**config.mk**
```make
export PLATFORM = sky130hd
export DESIGN_NAME = rta_top
export DESIGN_NICKNAME = d
export VERILOG_FILES = /design/src/rta_pkg.sv /design/src/rta_byte_reg.sv /design/src/rta_top.sv
export SDC_FILE = /design/constraint.sdc
export NUM_CORES = 1
export LEC_CHECK = 0
export BUFFER_PORTS_ARGS = -buffer_cell sky130_fd_sc_hd__buf_2
export CORE_MARGIN = 4
export CORE_UTILIZATION = 50
export DETAILED_ROUTE_END_ITERATION = 12
export GPL_TIMING_DRIVEN = 0
export PLACE_DENSITY = 0.75
export SYNTH_ARGS = -nofsm -noshare
export SYNTH_HDL_FRONTEND = slang
export SYNTH_SLANG_ARGS = --single-unit
```
**constraint.sdc**
```tcl
create_clock -name i_core_clk -period 3.75 [get_ports i_core_clk]
set_input_delay 0.5625 -clock i_core_clk [delete_from_list [all_inputs] [get_ports i_core_clk]]
set_output_delay 0.5625 -clock i_core_clk [all_outputs]
set_load 0.05 [all_outputs]
```
**src/rta_pkg.sv**
```systemverilog
// Purpose: shared constants and carriers for the clock alarm and indirect access block
// Assumes: 8-bit special-function-register port from the core, one clock domain
// Notes: timekeeping counters live outside and are presented as one struct
package rta_pkg;

  // special-function-register addresses
  localparam logic [7:0] RTA_ADDR_CONFIG = 8'ha1;
  localparam logic [7:0] RTA_ADDR_ENABLES = 8'ha2;
  localparam logic [7:0] RTA_ADDR_POINTER = 8'ha3;
  localparam logic [7:0] RTA_ADDR_DATA = 8'ha4;
  localparam logic [7:0] RTA_ADDR_KEY = 8'hc1;
  localparam logic [7:0] RTA_ADDR_NOM_TRIM = 8'hf6;
  localparam logic [7:0] RTA_ADDR_THERM_TRIM = 8'hf7;

  // field positions
  localparam int RTA_ALARM_FLAG_BIT = 6;
  localparam int RTA_DIR_BIT = 7;
  localparam int RTA_NUM_ALARMS = 5;
  localparam logic [7:0] RTA_UNLOCK_KEY = 8'hea;

  // indirect addresses of the timekeeping counters
  localparam logic [4:0] RTA_IA_HTHSEC = 5'h01;
  localparam logic [4:0] RTA_IA_SEC = 5'h02;
  localparam logic [4:0] RTA_IA_MIN = 5'h03;
  localparam logic [4:0] RTA_IA_HOUR = 5'h04;
  localparam logic [4:0] RTA_IA_DAY = 5'h05;
  localparam logic [4:0] RTA_IA_DATE = 5'h06;
  localparam logic [4:0] RTA_IA_MONTH = 5'h07;
  localparam logic [4:0] RTA_IA_YEAR = 5'h08;
  localparam logic [4:0] RTA_IA_INTVAL = 5'h09;
  // alarm values, index 0 = second .. 4 = date
  localparam logic [4:0] RTA_IA_ALARM_BASE = 5'h0a;
  localparam logic [4:0] RTA_IA_ALARM_LAST = 5'h0e;

  // reset values
  localparam logic [7:0] RTA_BYTE_RESET = 8'h00;
  localparam logic [4:0] RTA_ENABLES_RESET = 5'h00;
  localparam logic [4:0] RTA_PTR_ADDR_RESET = 5'h00;

  typedef struct packed {
    logic [7:0] hthsec;
    logic [7:0] sec;
    logic [7:0] min;
    logic [7:0] hour;
    logic [7:0] day;
    logic [7:0] date;
    logic [7:0] month;
    logic [7:0] year;
    logic [7:0] intval;
  } rta_time_type;

  typedef struct packed {
    logic wr;
    logic [4:0] addr;
    logic [7:0] data;
  } rta_tk_write_type;

endpackage

```
**src/rta_byte_reg.sv**
```systemverilog
// Purpose: one 8-bit holding register with write enable and synchronous clear
// Assumes: i_rst_n already synchronised to i_core_clk
// Notes: clear wins over write
`timescale 1ns/1ps
module rta_byte_reg
  import rta_pkg::*;
(
  input wire logic i_core_clk, // core clock
  input wire logic i_rst_n, // synchronised reset, active low
  input wire logic i_clear, // synchronous clear pulse
  input wire logic i_we, // write strobe
  input wire logic [7:0] i_d, // write data
  output logic [7:0] o_q // stored value
);

  always_ff @(posedge i_core_clk or negedge i_rst_n) begin
    if (!i_rst_n) begin
      o_q <= RTA_BYTE_RESET;
    end else if (i_clear) begin
      o_q <= RTA_BYTE_RESET;
    end else if (i_we) begin
      o_q <= i_d;
    end
  end

endmodule

```
**src/rta_top.sv**
```systemverilog
// Purpose: alarm match, indirect pointer/data access and compensation registers of the clock
// Assumes: core SFR strobes and time struct come from logic on i_core_clk
// Notes: counters are outside; their writes leave on o_tk_write
//
// Functional notes
// - date alarm compared with date counter when date enable bit 4 set.
// - weekday alarm compared with weekday counter when enable bit 3 set.
// - hour alarm compared with hour counter when enable bit 2 set.
// - minute alarm compared with minute counter when enable bit 1 set.
// - second alarm compared with seconds counter when enable bit 0 set.
// - alarm flag sets only when all enabled fields match together.
// - set alarm flag with clock interrupt enabled raises interrupt request.
// - direction 0 copies addressed internal register into the data register.
// - direction 1 writes data register into addressed internal register.
// - indirect write completes only when key 0xEA preceded the data write.
// - pointer holds 5-bit address, reset 0; bits 6 and 5 reserved.
// - 8-bit data register, reset 0, carries the byte read or written.
// - nominal compensation byte at 0xF6, reset 0.
// - temperature compensation byte at 0xF7, reset 0.
// - both compensation bytes cleared by watchdog, external or power-on reset.
// - alarm flag stays set until software clears it.
// - clearing direction bit triggers a read without stopping the clock.
`timescale 1ns/1ps
module rta_top
  import rta_pkg::*;
(
  input wire logic i_core_clk, // 50 MHz core clock
  input wire logic i_nrst, // power-on reset, active low, async
  input wire logic i_wdt_rst, // watchdog reset pulse
  input wire logic i_ext_rst, // external reset pulse
  input wire logic i_sfr_wr, // SFR write strobe
  input wire logic i_sfr_rd, // SFR read strobe
  input wire logic [7:0] i_sfr_addr, // SFR address
  input wire logic [7:0] i_sfr_wdata, // SFR write data
  output logic [7:0] o_sfr_rdata, // SFR read data, one cycle after i_sfr_rd
  input wire rta_time_type i_time, // current timekeeping counters
  input wire logic i_time_tick, // counters changed this cycle
  input wire logic i_clk_irq_en, // clock interrupt enable
  output logic o_clk_irq_req, // clock interrupt request
  output rta_tk_write_type o_tk_write, // indirect write to a counter
  output logic [7:0] o_nom_trim, // nominal compensation value
  output logic [7:0] o_therm_trim // temperature compensation value
);

  ////////////////////////////////////////////////////////////////////////////
  // reset release
  logic rst_meta_n;
  logic rst_n;

  always_ff @(posedge i_core_clk or negedge i_nrst) begin
    if (!i_nrst) begin
      rst_meta_n <= 1'b0;
      rst_n <= 1'b0;
    end else begin
      rst_meta_n <= 1'b1;
      rst_n <= rst_meta_n;
    end
  end

  ////////////////////////////////////////////////////////////////////////////
  // decode
  wire wr_config = i_sfr_wr && (i_sfr_addr == RTA_ADDR_CONFIG);
  wire wr_enables = i_sfr_wr && (i_sfr_addr == RTA_ADDR_ENABLES);
  wire wr_pointer = i_sfr_wr && (i_sfr_addr == RTA_ADDR_POINTER);
  wire wr_data = i_sfr_wr && (i_sfr_addr == RTA_ADDR_DATA);
  wire wr_key = i_sfr_wr && (i_sfr_addr == RTA_ADDR_KEY);
  wire wr_nom = i_sfr_wr && (i_sfr_addr == RTA_ADDR_NOM_TRIM);
  wire wr_therm = i_sfr_wr && (i_sfr_addr == RTA_ADDR_THERM_TRIM);
  wire ptr_dir = i_sfr_wdata[RTA_DIR_BIT];
  wire [4:0] ptr_addr_in = i_sfr_wdata[4:0];
  wire trim_clear = i_wdt_rst || i_ext_rst;

  ////////////////////////////////////////////////////////////////////////////
  // registers
  logic [4:0] enables;
  logic ptr_dir_q;
  logic [4:0] ptr_addr;
  logic [7:0] data_q;
  logic key_open;
  logic write_armed;
  logic alarm_flag;
  logic [7:0] alarm_val [RTA_NUM_ALARMS];

  always_ff @(posedge i_core_clk or negedge rst_n) begin
    if (!rst_n) begin
      enables <= RTA_ENABLES_RESET;
    end else if (wr_enables) begin
      enables <= i_sfr_wdata[4:0];
    end
  end

  // reserved pointer bits are not stored and read as zero
  always_ff @(posedge i_core_clk or negedge rst_n) begin
    if (!rst_n) begin
      ptr_dir_q <= 1'b0;
      ptr_addr <= RTA_PTR_ADDR_RESET;
    end else if (wr_pointer) begin
      ptr_dir_q <= ptr_dir;
      ptr_addr <= ptr_addr_in;
    end
  end

  ////////////////////////////////////////////////////////////////////////////
  // key protection
  // the key covers exactly one following SFR write; only a data write turns it
  // into an armed indirect write, which the next pointer write may commit
  wire next_key_open = wr_key && (i_sfr_wdata == RTA_UNLOCK_KEY);
  wire arm_now = wr_data && key_open;
  wire commit_write = wr_pointer && ptr_dir && write_armed;
  wire next_write_armed = arm_now || (write_armed && !wr_pointer && !wr_data);

  always_ff @(posedge i_core_clk or negedge rst_n) begin
    if (!rst_n) begin
      key_open <= 1'b0;
      write_armed <= 1'b0;
    end else begin
      if (i_sfr_wr) begin
        key_open <= next_key_open;
      end
      write_armed <= next_write_armed;
    end
  end

  ////////////////////////////////////////////////////////////////////////////
  // indirect read mux, looked up on the address being written to the pointer
  wire in_alarm_range = (ptr_addr_in >= RTA_IA_ALARM_BASE) && (ptr_addr_in <= RTA_IA_ALARM_LAST);
  wire [4:0] alarm_idx_wide = ptr_addr_in - RTA_IA_ALARM_BASE;
  wire [2:0] alarm_idx = alarm_idx_wide[2:0];
  logic [7:0] ind_rd;

  always_comb begin
    ind_rd = RTA_BYTE_RESET;
    case (ptr_addr_in)
      RTA_IA_HTHSEC: ind_rd = i_time.hthsec;
      RTA_IA_SEC: ind_rd = i_time.sec;
      RTA_IA_MIN: ind_rd = i_time.min;
      RTA_IA_HOUR: ind_rd = i_time.hour;
      RTA_IA_DAY: ind_rd = i_time.day;
      RTA_IA_DATE: ind_rd = i_time.date;
      RTA_IA_MONTH: ind_rd = i_time.month;
      RTA_IA_YEAR: ind_rd = i_time.year;
      RTA_IA_INTVAL: ind_rd = i_time.intval;
      default: begin
        if (in_alarm_range) begin
          ind_rd = alarm_val[alarm_idx];
        end
      end
    endcase
  end

  // counters keep running: the read is a snapshot, nothing is paused
  wire start_read = wr_pointer && !ptr_dir;

  always_ff @(posedge i_core_clk or negedge rst_n) begin
    if (!rst_n) begin
      data_q <= RTA_BYTE_RESET;
    end else if (start_read) begin
      data_q <= ind_rd;
    end else if (wr_data) begin
      data_q <= i_sfr_wdata;
    end
  end

  ////////////////////////////////////////////////////////////////////////////
  // indirect write: alarm values here, counters outside
  wire commit_alarm = commit_write && in_alarm_range;
  wire commit_counter = commit_write && (ptr_addr_in >= RTA_IA_HTHSEC) && (ptr_addr_in <= RTA_IA_INTVAL);

  always_ff @(posedge i_core_clk or negedge rst_n) begin
    if (!rst_n) begin
      o_tk_write <= '0;
    end else begin
      o_tk_write.wr <= commit_counter;
      o_tk_write.addr <= ptr_addr_in;
      o_tk_write.data <= data_q;
    end
  end

  genvar gi;
  generate
    for (gi = 0; gi < RTA_NUM_ALARMS; gi++) begin : g_alarm
      rta_byte_reg u_alarm (
        .i_core_clk(i_core_clk),
        .i_rst_n(rst_n),
        .i_clear(1'b0),
        .i_we(commit_alarm && (alarm_idx == 3'(gi))),
        .i_d(data_q),
        .o_q(alarm_val[gi])
      );
    end
  endgenerate

  ////////////////////////////////////////////////////////////////////////////
  // compensation bytes
  rta_byte_reg u_nom_trim (
    .i_core_clk(i_core_clk),
    .i_rst_n(rst_n),
    .i_clear(trim_clear),
    .i_we(wr_nom),
    .i_d(i_sfr_wdata),
    .o_q(o_nom_trim)
  );

  rta_byte_reg u_therm_trim (
    .i_core_clk(i_core_clk),
    .i_rst_n(rst_n),
    .i_clear(trim_clear),
    .i_we(wr_therm),
    .i_d(i_sfr_wdata),
    .o_q(o_therm_trim)
  );

  ////////////////////////////////////////////////////////////////////////////
  // alarm match
  wire match_sec = !enables[0] || (alarm_val[0] == i_time.sec);
  wire match_min = !enables[1] || (alarm_val[1] == i_time.min);
  wire match_hour = !enables[2] || (alarm_val[2] == i_time.hour);
  wire match_day = !enables[3] || (alarm_val[3] == i_time.day);
  wire match_date = !enables[4] || (alarm_val[4] == i_time.date);
  // with no field enabled the match would be true every tick, so it never fires
  wire all_match = (|enables) && match_sec && match_min && match_hour && match_day && match_date;
  wire alarm_set = i_time_tick && all_match;
  wire alarm_clr = wr_config && !i_sfr_wdata[RTA_ALARM_FLAG_BIT];
  // a match in the clearing cycle keeps the flag set
  wire next_alarm_flag = alarm_set || (alarm_flag && !alarm_clr);

  always_ff @(posedge i_core_clk or negedge rst_n) begin
    if (!rst_n) begin
      alarm_flag <= 1'b0;
    end else begin
      alarm_flag <= next_alarm_flag;
    end
  end

  assign o_clk_irq_req = alarm_flag && i_clk_irq_en;

  ////////////////////////////////////////////////////////////////////////////
  // SFR read port
  logic [7:0] rd_mux;

  always_comb begin
    rd_mux = RTA_BYTE_RESET;
    case (i_sfr_addr)
      RTA_ADDR_CONFIG: rd_mux = {1'b0, alarm_flag, 6'h00};
      RTA_ADDR_ENABLES: rd_mux = {3'h0, enables};
      RTA_ADDR_POINTER: rd_mux = {ptr_dir_q, 2'h0, ptr_addr};
      RTA_ADDR_DATA: rd_mux = data_q;
      RTA_ADDR_NOM_TRIM: rd_mux = o_nom_trim;
      RTA_ADDR_THERM_TRIM: rd_mux = o_therm_trim;
      default: rd_mux = RTA_BYTE_RESET;
    endcase
  end

  always_ff @(posedge i_core_clk or negedge rst_n) begin
    if (!rst_n) begin
      o_sfr_rdata <= RTA_BYTE_RESET;
    end else if (i_sfr_rd) begin
      o_sfr_rdata <= rd_mux;
    end
  end
endmodule

```
==> results.py <==
metrics = {
    "synth": {
        "synth.avg_cell_area_um2": 10.6,
        "ys.flop_type": "dfrtp_1",
        "synth_cell_types": 65,
        "async_reset_ff_share_pct": 100,
        "syn-num-nets": 653,
        "synth_enable_flop_cells": 0,
        "ys_warn_count": 0,
        "yosysSeqAreaShare_pct": 43.4,
        "syn_inst": 554,
        "synthesis.area_um2": 5880,
        "ys_ff_latch": 102,
    },
    "grt": {
        "grt_max_degree": 67,
        "track_usage_pct": 31.2,
        "antenna_found_initial": 0,
        "grt_pass1_vias": 5296,
        "gr-total-overflow": 0,
        "grt_pass1_wl_um": 30900,
    },
    "route": {
        "wl_per_cell_um": 24.1,
        "finalWirelength_um": 20400,
        "drt.antenna.violating_nets": 0,
        "vias_per_cell": 6.20,
        "drtIter0Drc": 505,
        "firstDrtPassIters": 5,
        "drcViolationCount": 0,
        "vias": 5246,
    },
    "worst_setup_path": {
        "critPathMostFrequentCell": "buf_2",
        "critPathBufInv": 4,
        "timing.rr.end": "g_alarm[1].u_alarm.o_q[6]",
        "required_ns": 3.99,
        "start_kind": "primary input",
        "crit_slowest_cell": "nor2_2",
        "timing.rr.start": "write_armed",
        "crit_chain": "buf_2 -> buf_2 -> buf_2 -> inv_1 -> ha_1 -> o21ai_0 -> o211a_1 -> nand4_4 -> nor2_2 -> mux2_2",
        "cp.arrival_ns": 3.48,
        "rr_worst_depth": 4,
        "cpLargestDelayFamily": "buffers and inverters",
        "path_class": "in -> reg",
        "cpPeakStageDelay_ns": 0.55,
        "rrSetupSlack_ns": 1.91,
        "cp_max_fo": 10,
        "end_kind": "flop",
    },
    "layout": {
        "nets": 797,
        "drive_above_1_share_pct": 34.7,
        "syn_to_final_growth_pct": 20.2,
        "diodes": 0,
        "utilization_pct": 61.7,
    },
    "sta": {
        "fin_ws_ns": 0.506,
        "tns_ns": 0,
        "holdWs_ns": 0.301,
        "max_freq_mhz": 308,
        "tightest_slew_ns": 0.786,
        "rsz0062_at_grt": "no",
        "slew_headroom_pct": 47.5,
        "period_needed_ns": 3.24,
        "final_max_slew_viol_count": 0,
        "finalCritPeriodShare_pct": 86.5,
        "setup_violations": 0,
        "fin_worst_skew_ns": 0.00534,
        "hold_violations": 0,
    },
    "floorplanning": {
        "die_area_um2": 13600,
        "die_w_um": 116,
        "io_pins": 135,
        "start_util_pct": 51.3,
        "std_cell_rows": 39,
        "die_y_um": 116,
        "core_um2": 11500,
    },
    "clock_tree": {
        "cts_resized": 0,
        "clockBufferDepth": 2,
        "clock_latency_ns": 0.35,
        "cts_max_level": 3,
        "cts_setup_buffers": 0,
        "clk_pin_slew_ns": 0.07,
        "numCtsBuffers": 9,
        "cts_tree": "built",
        "clockRootBuffer": "clkbuf_16",
        "clock-sinks": 102,
    },
    "status": {
        "status": "finished clean",
    },
    "placement": {
        "gp_congestion": 0.953,
        "hpwl_um": 15900,
        "io_buffers": 131,
        "place_ws_ns": 0.242,
    },
    "min_path": {
        "worstHoldPathType": "reg -> async",
    },
    "flow_run": {
        "drv_cap": 0,
    },
    "power": {
        "ir_worst_vdd_v": 0.000257,
        "power_density_nw_per_um2": 358,
        "power.leakage_uw": 0.00337,
    },
}
per-stage QoR:
step	area (µm²)	power, µW	cells
after floorplan	5880	1380	554
after global placement	6720	1540	828
after detailed placement	6750	1550	829
after CTS	7070	2540	846
after global routing	7070	2630	846
final	7070	2540	846
cells in the final DEF, fill, tap and decap left out, types with 3 or more instances in the layout:
cell,n
buf_2,146
dfrtp_1,101
mux2_2,63
mux2i_1,42
nor2_1,33
xnor2_1,32
o21ai_0,29
nand2_1,27
a22oi_1,17
inv_1,16
nand3_1,16
clkbuf_1,14
a21oi_1,14
nand4_1,12
clkbuf_16,9
xor2_1,8
a211oi_1,7
nor4_1,6
nor3_1,6
nand2b_1,5
nor2b_1,5
o22ai_1,5
nor3b_1,4
and3_1,4
or2_2,3
a31oi_1,3
o31ai_1,3
or3_1,3
o32ai_1,3
nor2_2,3
o2111ai_1,3
mux4_2,3
nand3b_1,3
o221ai_1,3
ha_1,3
area by class of cell:
type	count	area, µm²
Buffer	31	143
Tap cell	143	179
Sequential cell	102	2560
Clock inverter	5	82.6
Clock buffer	11	233
Fill cell	1002	4390
Multi-Input combinational cell	405	3130
Inverter	16	60.1
Timing Repair Buffer	133	693
layer usage:
layer	GRT usage (%)	vias to the layer above	part of all wire (%)
met4	12.5	0	3.2
met2	46.7	286	46
met1	44.4	2594	42
met3	6.37	40	9.7
met5	0	-	0
li1	-	2326	-
synthesized netlist by cell type, types with 8 or more instances:
cell / instances / area, µm²
nor2_1: 33 / 124
dfrtp_1: 102 / 2550
inv_1: 16 / 60.1
mux2i_1: 42 / 420
nand3_1: 16 / 80.1
a22oi_1: 17 / 128
clkbuf_1: 12 / 45.0
nand4_1: 12 / 75.1
xnor2_1: 32 / 280
buf_2: 15 / 75.1
a21oi_1: 14 / 70.1
mux2_2: 63 / 709
o21ai_0: 29 / 145
nand2_1: 27 / 101
xor2_1: 8 / 70.1
worst max path at each step:
stage	slack, ns	start	depth (start not counted)	end
floorplan	0.70	rst_n	0	alarm_flag
global placement	-0.33	rst_n	0	o_tk_write[7]
detailed placement	0.24	i_sfr_wdata[1]	10	g_alarm[1].u_alarm.o_q[4]
CTS	0.58	i_sfr_wdata[1]	10	g_alarm[1].u_alarm.o_q[6]
global route	0.36	i_sfr_wdata[1]	10	g_alarm[1].u_alarm.o_q[6]
finish	0.51	i_sfr_wdata[1]	10	g_alarm[1].u_alarm.o_q[6]
flip-flops by register name, indices dropped and copies added, names as in the netlist, 5 cells and up:
signal               flops
u_nom_trim.o_q           8
o_tk_write              14
u_therm_trim.o_q         8
g_alarm.u_alarm.o_q     40
enables                  5
ptr_addr                 5
o_sfr_rdata              8
data_q                   8
worst reg2reg max path: cells and delay by family (launching register included):
family	cells	cell delay (ns)
simple gates	3	0.98
mux	1	0.41
flops	1	0.34
kinds of logic after synthesis:
family,synth area share (%)
xor+xnor,5.95
compound gates,12.4
flops,43.4
other cells,0.0637
fa+ha+maj,0.638
simple gates,13.8
buf+inv,3.45
mux,20.4
timing repair:
item                                   CTS  global route
endpoints found under the hold margin    2             0
hold buffers                             1             0
setup endpoints to repair                0             0
power breakdown:
group	switching [µW]	total (µW)	internal, µW
sequential	41.1	1170	1130
clock	410	998	588
combinational	237	371	134
(Power assumes the default switching activity.)
